**src/uabd_consts.svh**
```systemverilog
// register offsets, field positions and counts for the auto-baud block
`ifndef UABD_CONSTS_SVH
`define UABD_CONSTS_SVH
`define UABD_OFF_CTRL 4'h0
`define UABD_OFF_DIV_LO 4'h1
`define UABD_OFF_DIV_HI 4'h2
`define UABD_OFF_RXDATA 4'h3
`define UABD_OFF_STATUS 4'h4
`define UABD_BIT_START 0
`define UABD_BIT_OVF 1
`define UABD_BIT_WIDE 2
`define UABD_BIT_HSPD 3
`define UABD_BIT_WAKE 4
`define UABD_BIT_RXFLAG 0
`define UABD_BIT_IDLE 1
`define UABD_BIT_BUSY 2
`define UABD_CTRL_RST 8'h00
`define UABD_DIV_RST 16'h0000
`define UABD_CNT_START 16'h0001
`define UABD_RISE_LAST 3'h5
`define UABD_TICK_DIV_00 10'h200
`define UABD_TICK_DIV_01 10'h080
`define UABD_TICK_DIV_11 10'h020
`endif

```
**src/uabd_pkg.sv**
```systemverilog
// types for the auto-baud block
`default_nettype none
package uabd_pkg;
    typedef enum logic [3:0] {
        UABD_IDLE = 4'b0001,
        UABD_WAIT_START = 4'b0010,
        UABD_WAIT_RISE = 4'b0100,
        UABD_COUNT = 4'b1000
    } uabd_state_e;
endpackage : uabd_pkg
`default_nettype wire

```
**src/uabd_core.sv**
```systemverilog
// auto-baud detection core with register port
`include "uabd_consts.svh"
`default_nettype none
module uabd_core (
    input wire logic i_core_clk,
    input wire logic i_rst_b,
    input wire logic [3:0] i_addr,
    input wire logic [7:0] i_wdata,
    input wire logic i_wr,
    input wire logic i_rd,
    output logic [7:0] o_rdata,
    input wire logic i_rx,
    input wire logic i_rx_byte_valid,
    input wire logic [7:0] i_rx_byte,
    output logic o_rx_hold_idle,
    output logic o_rx_flag,
    output logic [15:0] o_divisor
);
    uabd_pkg::uabd_state_e state_q;
    logic start_q;
    logic ovf_q;
    logic wide_q;
    logic hspd_q;
    logic wake_q;
    logic rxflag_q;
    logic brk_seen_q;
    logic [15:0] div_q;
    logic [7:0] rxdata_q;
    logic [2:0] rise_q;
    logic tick;
    logic rise;
    logic fall;
    logic line;
    logic done;
    logic ovf_evt;
    logic wr_ctrl;
    logic rd_rxdata;

    function automatic logic hit(input logic [3:0] a, input logic [3:0] o);
        hit = (a == o);
    endfunction : hit

    assign wr_ctrl = i_wr & hit(i_addr, `UABD_OFF_CTRL);
    assign rd_rxdata = i_rd & hit(i_addr, `UABD_OFF_RXDATA);

    uabd_tick_gen u_tick (
        .i_core_clk(i_core_clk),
        .i_rst_b(i_rst_b),
        .i_wide(wide_q),
        .i_hspd(hspd_q),
        .o_tick(tick)
    );

    uabd_edge_det u_edge (
        .i_core_clk(i_core_clk),
        .i_rst_b(i_rst_b),
        .i_rx(i_rx),
        .o_rise(rise),
        .o_fall(fall),
        .o_level(line)
    );

    assign done = (state_q == uabd_pkg::UABD_COUNT) & rise
        & (rise_q == `UABD_RISE_LAST - 3'h1);
    assign ovf_evt = (state_q == uabd_pkg::UABD_COUNT) & tick
        & (div_q == 16'hffff) & ~done;

    // calibration sequencer
    always_ff @(posedge i_core_clk) begin
        if (!i_rst_b) begin
            state_q <= uabd_pkg::UABD_IDLE;
            rise_q <= 3'h0;
            brk_seen_q <= 1'b0;
        end else if (!start_q) begin
            state_q <= uabd_pkg::UABD_IDLE;
            rise_q <= 3'h0;
            brk_seen_q <= 1'b0;
        end else begin
            case (state_q)
                uabd_pkg::UABD_IDLE: begin
                    // break must finish first when wake is armed
                    if (!wake_q || brk_seen_q) begin
                        state_q <= uabd_pkg::UABD_WAIT_START;
                    end else if (fall) begin
                        brk_seen_q <= 1'b0;
                    end else if (rise) begin
                        brk_seen_q <= 1'b1;
                    end
                end
                uabd_pkg::UABD_WAIT_START: begin
                    if (fall) begin
                        state_q <= uabd_pkg::UABD_WAIT_RISE;
                    end
                end
                uabd_pkg::UABD_WAIT_RISE: begin
                    if (rise) begin
                        state_q <= uabd_pkg::UABD_COUNT;
                        rise_q <= 3'h1;
                    end
                end
                uabd_pkg::UABD_COUNT: begin
                    if (rise) begin
                        rise_q <= rise_q + 3'h1;
                    end
                    if (done) begin
                        state_q <= uabd_pkg::UABD_IDLE;
                        rise_q <= 3'h0;
                    end
                end
                default: state_q <= uabd_pkg::UABD_IDLE;
            endcase
        end
    end

    // start bit: software sets, hardware clears on completion
    always_ff @(posedge i_core_clk) begin
        if (!i_rst_b) begin
            start_q <= 1'b0;
            wide_q <= 1'b0;
            hspd_q <= 1'b0;
            wake_q <= 1'b0;
        end else begin
            if (wr_ctrl) begin
                start_q <= i_wdata[`UABD_BIT_START];
                wide_q <= i_wdata[`UABD_BIT_WIDE];
                hspd_q <= i_wdata[`UABD_BIT_HSPD];
                wake_q <= i_wdata[`UABD_BIT_WAKE];
            end
            if (done) begin
                start_q <= 1'b0;
            end
            // wake bit drops at the end of the break
            if (wake_q && start_q && state_q == uabd_pkg::UABD_IDLE
                    && rise) begin
                wake_q <= 1'b0;
            end
        end
    end

    // overflow flag: set wins; clear only while start is low
    always_ff @(posedge i_core_clk) begin
        if (!i_rst_b) begin
            ovf_q <= 1'b0;
        end else if (ovf_evt) begin
            ovf_q <= 1'b1;
        end else if (wr_ctrl && !start_q && !i_wdata[`UABD_BIT_OVF]) begin
            ovf_q <= 1'b0;
        end
    end

    // divisor pair doubles as the 16-bit measuring counter
    always_ff @(posedge i_core_clk) begin
        if (!i_rst_b) begin
            div_q <= `UABD_DIV_RST;
        end else if (state_q == uabd_pkg::UABD_WAIT_RISE && rise) begin
            div_q <= `UABD_CNT_START;
        end else if (state_q == uabd_pkg::UABD_COUNT) begin
            if (tick && !done) begin
                div_q <= div_q + 16'h0001;
            end
        end else if (i_wr && hit(i_addr, `UABD_OFF_DIV_LO)) begin
            div_q[7:0] <= i_wdata;
        end else if (i_wr && hit(i_addr, `UABD_OFF_DIV_HI)) begin
            div_q[15:8] <= i_wdata;
        end
    end

    // receive flag and data; set wins over the clearing read
    always_ff @(posedge i_core_clk) begin
        if (!i_rst_b) begin
            rxflag_q <= 1'b0;
            rxdata_q <= 8'h00;
        end else if (done) begin
            rxflag_q <= 1'b1;
        end else if (i_rx_byte_valid && !start_q) begin
            rxflag_q <= 1'b1;
            rxdata_q <= i_rx_byte;
        end else if (rd_rxdata) begin
            rxflag_q <= 1'b0;
        end
    end

    // register read port, data one cycle after the strobe
    always_ff @(posedge i_core_clk) begin
        if (!i_rst_b) begin
            o_rdata <= 8'h00;
        end else if (i_rd) begin
            case (i_addr)
                `UABD_OFF_CTRL: o_rdata <= {3'h0, wake_q, hspd_q, wide_q,
                    ovf_q, start_q};
                `UABD_OFF_DIV_LO: o_rdata <= div_q[7:0];
                `UABD_OFF_DIV_HI: o_rdata <= div_q[15:8];
                `UABD_OFF_RXDATA: o_rdata <= rxdata_q;
                `UABD_OFF_STATUS: o_rdata <= {5'h00,
                    state_q == uabd_pkg::UABD_COUNT,
                    line & ~start_q, rxflag_q};
                default: o_rdata <= 8'h00;
            endcase
        end else begin
            o_rdata <= 8'h00;
        end
    end

    // outputs registered; receiver released as soon as start drops
    always_ff @(posedge i_core_clk) begin
        if (!i_rst_b) begin
            o_rx_hold_idle <= 1'b0;
            o_rx_flag <= 1'b0;
            o_divisor <= `UABD_DIV_RST;
        end else begin
            o_rx_hold_idle <= start_q & ~done;
            o_rx_flag <= rxflag_q;
            o_divisor <= div_q;
        end
    end

    chk_done_clears_start: assert property (@(posedge i_core_clk)
        disable iff (!i_rst_b) done |=> !start_q && rxflag_q)
        else $error("start bit not cleared at completion");

    chk_count_starts_one: assert property (@(posedge i_core_clk)
        disable iff (!i_rst_b)
        (state_q == uabd_pkg::UABD_WAIT_RISE && rise && start_q)
        |=> div_q == 16'h0001)
        else $error("counter did not start at one");

    chk_ovf_sets_flag: assert property (@(posedge i_core_clk)
        disable iff (!i_rst_b) ovf_evt |=> ovf_q && div_q == 16'h0000)
        else $error("overflow not flagged");

    chk_ovf_holds: assert property (@(posedge i_core_clk)
        disable iff (!i_rst_b) (ovf_q && start_q) |=> ovf_q)
        else $error("overflow cleared while start set");

    chk_read_clears: assert property (@(posedge i_core_clk)
        disable iff (!i_rst_b)
        (rd_rxdata && !done && !i_rx_byte_valid) |=> !rxflag_q)
        else $error("receive flag not cleared by read");

    chk_hold_idle: assert property (@(posedge i_core_clk)
        disable iff (!i_rst_b) (start_q && !done) |=> o_rx_hold_idle)
        else $error("receiver not held idle");

    chk_count_tick: assert property (@(posedge i_core_clk)
        disable iff (!i_rst_b)
        (state_q == uabd_pkg::UABD_COUNT && !tick && start_q)
        |=> $stable(div_q))
        else $error("counter moved without a tick");

    chk_release_idle: assert property (@(posedge i_core_clk)
        disable iff (!i_rst_b) done |=> ##1 !o_rx_hold_idle)
        else $error("receiver not released");

    chk_rise_bounded: assert property (@(posedge i_core_clk)
        disable iff (!i_rst_b)
        (state_q == uabd_pkg::UABD_COUNT) |-> rise_q >= 3'h1
        && rise_q <= `UABD_RISE_LAST - 3'h1)
        else $error("rise count out of range");

    chk_first_rise: assert property (@(posedge i_core_clk)
        disable iff (!i_rst_b)
        (state_q == uabd_pkg::UABD_WAIT_RISE && rise && start_q)
        |=> state_q == uabd_pkg::UABD_COUNT)
        else $error("count did not start on first rise");

    chk_count_step: assert property (@(posedge i_core_clk)
        disable iff (!i_rst_b)
        (state_q == uabd_pkg::UABD_COUNT && tick && !done && start_q)
        |=> div_q == $past(div_q) + 16'h0001)
        else $error("counter did not step on a tick");

    chk_rx_ignored: assert property (@(posedge i_core_clk)
        disable iff (!i_rst_b)
        (i_rx_byte_valid && start_q && !done && !rxflag_q)
        |=> !rxflag_q)
        else $error("byte taken while calibrating");

    chk_wake_clear: assert property (@(posedge i_core_clk)
        disable iff (!i_rst_b)
        (wake_q && start_q && state_q == uabd_pkg::UABD_IDLE && rise)
        |=> !wake_q)
        else $error("wake bit not cleared after break");
endmodule : uabd_core
`default_nettype wire

```
**src/uabd_edge_det.sv**
```systemverilog
// rising and falling edge finder on the receive line
`default_nettype none
module uabd_edge_det (
    input wire logic i_core_clk,
    input wire logic i_rst_b,
    input wire logic i_rx,
    output logic o_rise,
    output logic o_fall,
    output logic o_level
);
    logic prev_q;

    always_ff @(posedge i_core_clk) begin
        if (!i_rst_b) begin
            prev_q <= 1'b1;
        end else begin
            prev_q <= i_rx;
        end
    end

    assign o_rise = i_rx & ~prev_q;
    assign o_fall = ~i_rx & prev_q;
    assign o_level = prev_q;
endmodule : uabd_edge_det
`default_nettype wire

```
**src/uabd_tick_gen.sv**
```systemverilog
// auto-baud counter clock enable from the system clock
`include "uabd_consts.svh"
`default_nettype none
module uabd_tick_gen (
    input wire logic i_core_clk,
    input wire logic i_rst_b,
    input wire logic i_wide,
    input wire logic i_hspd,
    output logic o_tick
);
    logic [9:0] div_q;
    logic [9:0] lim;

    always_comb begin
        case ({i_wide, i_hspd})
            2'b00: lim = `UABD_TICK_DIV_00;
            2'b11: lim = `UABD_TICK_DIV_11;
            default: lim = `UABD_TICK_DIV_01;
        endcase
    end

    // prescaler runs freely; first tick phase is not aligned to the edge
    always_ff @(posedge i_core_clk) begin
        if (!i_rst_b) begin
            div_q <= 10'h000;
            o_tick <= 1'b0;
        end else if (div_q >= lim - 10'h001) begin
            div_q <= 10'h000;
            o_tick <= 1'b1;
        end else begin
            div_q <= div_q + 10'h001;
            o_tick <= 1'b0;
        end
    end
endmodule : uabd_tick_gen
`default_nettype wire

```
**config.mk**
```make
export PLATFORM = sky130hd
export DESIGN_NAME = uabd_core
export DESIGN_NICKNAME = d
export VERILOG_FILES = /design/src/uabd_pkg.sv /design/src/uabd_core.sv /design/src/uabd_edge_det.sv /design/src/uabd_tick_gen.sv
export VERILOG_INCLUDE_DIRS = /design/src
export SDC_FILE = /design/constraint.sdc
export NUM_CORES = 1
export LEC_CHECK = 0
export ABC_AREA = 1
export BUFFER_PORTS_ARGS = -buffer_cell sky130_fd_sc_hd__buf_2
export CORE_AREA = 8 8 88 90
export DETAILED_ROUTE_END_ITERATION = 10
export DIE_AREA = 0 0 96 98
export HOLD_SLACK_MARGIN = 0.03
export PLACE_DENSITY_LB_ADDON = 0.25
export SYNTH_ARGS = -nofsm -noshare
export SYNTH_HDL_FRONTEND = slang
export SYNTH_SLANG_ARGS = --single-unit
```
**constraint.sdc**
```tcl
create_clock -name i_core_clk -period 3.8 [get_ports i_core_clk]
set_input_delay 0.19 -clock i_core_clk [delete_from_list [all_inputs] [get_ports i_core_clk]]
set_output_delay 0.19 -clock i_core_clk [all_outputs]
set_load 0.01 [all_outputs]
```
==> reports/metrics.yaml <==
place:
  place.detailed.hpwl_um: 6940
  io_buffers: 51
  gp_congestion: 0.896
clock_tree:
  ctsResizeCount: 0
  worstSkewPairLatency_ns: 0.35
  htree_levels: 3
  cts_buffers: 9
  post_cts_buffers: 0
  root_buffer: "clkbuf_8"
  postCtsHoldBufs: 0
  cts_tree: "built"
  clock_path_buffers: 2
  clk_pin_slew_ns: 0.08
  cts_sinks: 76
logic_synthesis:
  synth_simple_gate_area_share_pct: 33.8
  synth_mux_area_share_pct: 0
  synth_top_family_by_area: "simple AND/OR/NAND/NOR gates"
  synthCells: 539
  synth_area_leaders: "dfxtp_1 (40%), nand2_1 (14%), nor2_1 (7.4%)"
  yosysUniqueCellTypes: 40
  synthesis.area_sq_um: 3770
  avgSynthCellArea_sq_um: 7.00
  synth-seq-cells: 76
  synth_compound_area_share_pct: 10.6
  yosysWarningCount: 0
  synth_largest_area_cell: "dfxtp_1"
  synth_fa_ha_area_share_pct: 3.65
  synthXorXnorAreaFrac_pct: 2.32
  synth.top_cell.area_share_pct: 40.3
  synth_nets: 576
  yosysSeqAreaShare_pct: 40.3
critical_path:
  path_cells: "inv_2 -> nand2_1 -> nor2_2 -> o211ai_4 -> nand2_4 -> nand3_1 -> nand2_1 -> nor2_1"
  worstSetupPathType: "reg -> reg"
  slowest_delay_ns: 0.73
  worstSetupStartpointType: "register"
  crit_required_ns: 4.05
  crit_fanout: 20
  path_buf_inv: 1
  crit_top_cell: "nand2_1"
  slowest_stage: "nor2_2"
  cpLargestDelayFamily: "simple AND/OR/NAND/NOR gates"
  worst_setup_path_end_kind: "register"
  crit_arrival_ns: 2.43
die:
  rows: 30
  io_pins: 52
  die_area_sq_um: 9410
  core-area_sq_um: 6490
  fp.dieH_um: 98
  start_util_pct: 58.1
  die_w_um: 96
timing:
  worstMarginPinSlew_ns: 0.940
  setup_tns_ns: 0
  fin_crit_ns: 2.17
  final-hold-violation-count: 0
  fmax_ghz: 0.460
  rsz0062_at_grt: "false"
  skew_ns: 0.00650
  slew_headroom_pct: 37.3
  fin_crit_sh_pct: 57.2
  maxSlewViolCount: 0
  setup_viol: 0
detailed_routing:
  wl_met2_um: 4310
  vias: 3559
  wl_um: 9210
  met3_length_um: 702
  ant_nets: 0
  drc: 0
  via_per_inst: 5.26
  wl_per_cell_um: 13.6
  top_layer: "met4"
  drtIter0Drc: 280
  dr.pass1.iters: 5
  met1_length_um: 3940
power:
  pwr-share-comb_pct: 6.2
  power_frac_clock_pct: 41.9
  p_seq_share_pct: 51.9
  p_int_mw: 1.22
  ir_drop_uv: 284
  switching_share_pct: 23.2
  power.density_nw_per_um2: 373
  switchingPower_uw: 369
  p_leak_nw: 2.08
cells_and_area:
  area_delta_synth_final_pct: 13.3
  fin_util_pct: 65.8
  mostFrequentLayoutCells: "nand2_1 (141), dfxtp_1 (76), nor2_1 (74)"
  layout.nets: 628
  n_antenna_cell: 0
  layout_commonest_cell: "nand2_1"
  drive_above_1_share_pct: 14.9
global_route:
  grt_pass1_vias: 3260
  grt_max_degree: 30
  antenna_found_initial: 0
  grt_use_total_pct: 20.4
  overflow: 0
  grt_pass1_wl_um: 15100
status:
  outcome: "finished clean"
hold_path:
  worst_hold_path_type: "in -> reg"
flow_run:
  cap_violations: 0
-- logic make-up after synthesis --
| group | count (synthesis) |
|---|---|
| XOR/XNOR | 10 |
| other | 1 |
| flip-flops | 76 |
| buffers and inverters | 83 |
| adder cells (fa/ha/maj) | 11 |
| AND/OR/NAND/NOR | 290 |
| AO/OA/AOI/OAI | 68 |
-- worst reg2reg max path, delay by kind of cell (launching register included) --
kind                   cells  cell delay [ns]
AO/OA/AOI/OAI              1             0.34
flip-flops                 1             0.36
buffers and inverters      1             0.09
AND/OR/NAND/NOR            6             1.28
-- flip-flops by register name, summed over array words and instances (netlist names) --
register	cells
o_divisor	16
o_rdata	8
state_q	4
o_rx_hold_idle	1
rxflag_q	1
brk_seen_q	1
ovf_q	1
wake_q	1
o_rx_flag	1
start_q	1
u_edge.o_level	1
rise_q	3
u_tick.o_tick	1
rxdata_q	8
hspd_q	1
wide_q	1
div_q	16
u_tick.div_q	10
-- through the flow --
stage / worst slack (ns) / hold slack (ns) / instance area, sq um / std cells / power (mW)
final: 1.63 / 0.0555 / 4270 / 676 / 1.59
after global routing: 1.37 / 0.0775 / 4270 / 676 / 1.65
after CTS: 1.66 / 0.0493 / 4270 / 676 / 1.60
after detailed placement: 1.67 / 0.415 / 4050 / 660 / 0.943
after global placement: 1.75 / 0.403 / 4050 / 660 / 0.940
after floorplan: 2.39 / 0.290 / 3770 / 539 / 0.905
-- cells in the mapped netlist, drive strengths merged --
cell type  number
o211ai          2
nand3b          1
o21a            1
inv            72
o21bai          1
xnor2           2
xor2            8
ha             11
buf             9
dfxtp          76
o22ai           4
nand3          52
o21ai          23
a211oi          1
a21boi          3
clkinv          1
a21oi          28
o31ai           2
nand2         144
conb            1
clkbuf          1
or2             1
nor2           78
o221ai          3
nand4          11
nor3            3
-- per-layer routing --
layer / vias up / global-route usage [%]
met1: 1595 / 25.0
met5: - / 0
met2: 130 / 32.4
met3: 15 / 3.99
li1: 1819 / -
met4: 0 / 10.4
-- worst paths after layout --
kind / from / endpoint / slack [ns] / depth (start not counted)
setup / recovery: state_q[2]$_SDFFE_PN0P_ / div_q[7]$_SDFFE_PP0P_ / 1.63 / 8
hold / removal: i_rx / u_edge.o_level$_SDFF_PN1_ / 0.06 / 3
setup reg to reg: state_q[2]$_SDFFE_PN0P_ / div_q[7]$_SDFFE_PP0P_ / 1.63 / 8
hold reg to reg: rxflag_q$_SDFFE_PN0P_ / o_rx_flag$_SDFF_PN0_ / 0.45 / 2
-- area by class of cell --
cell class | instances | area, sq um
Sequential cell | 76 | 1520
Clock inverter | 3 | 42.5
Timing Repair Buffer | 51 | 255
Inverter | 73 | 274
Multi-Input combinational cell | 380 | 1900
Tap cell | 80 | 100
Fill cell | 609 | 2220
Clock buffer | 13 | 179
-- power by group through the flow --
stage / clock network [mW] / registers, mW / logic (mW)
3_5_place_dp: 0 / 0.845 / 0.0980
2_1_floorplan: 0 / 0.843 / 0.0616
5_1_grt: 0.708 / 0.828 / 0.111
3_3_place_gp: 0 / 0.844 / 0.0960
6_report: 0.667 / 0.826 / 0.0989
4_1_cts: 0.675 / 0.826 / 0.0987
Note: power is estimated with default switching activity, not from simulation.
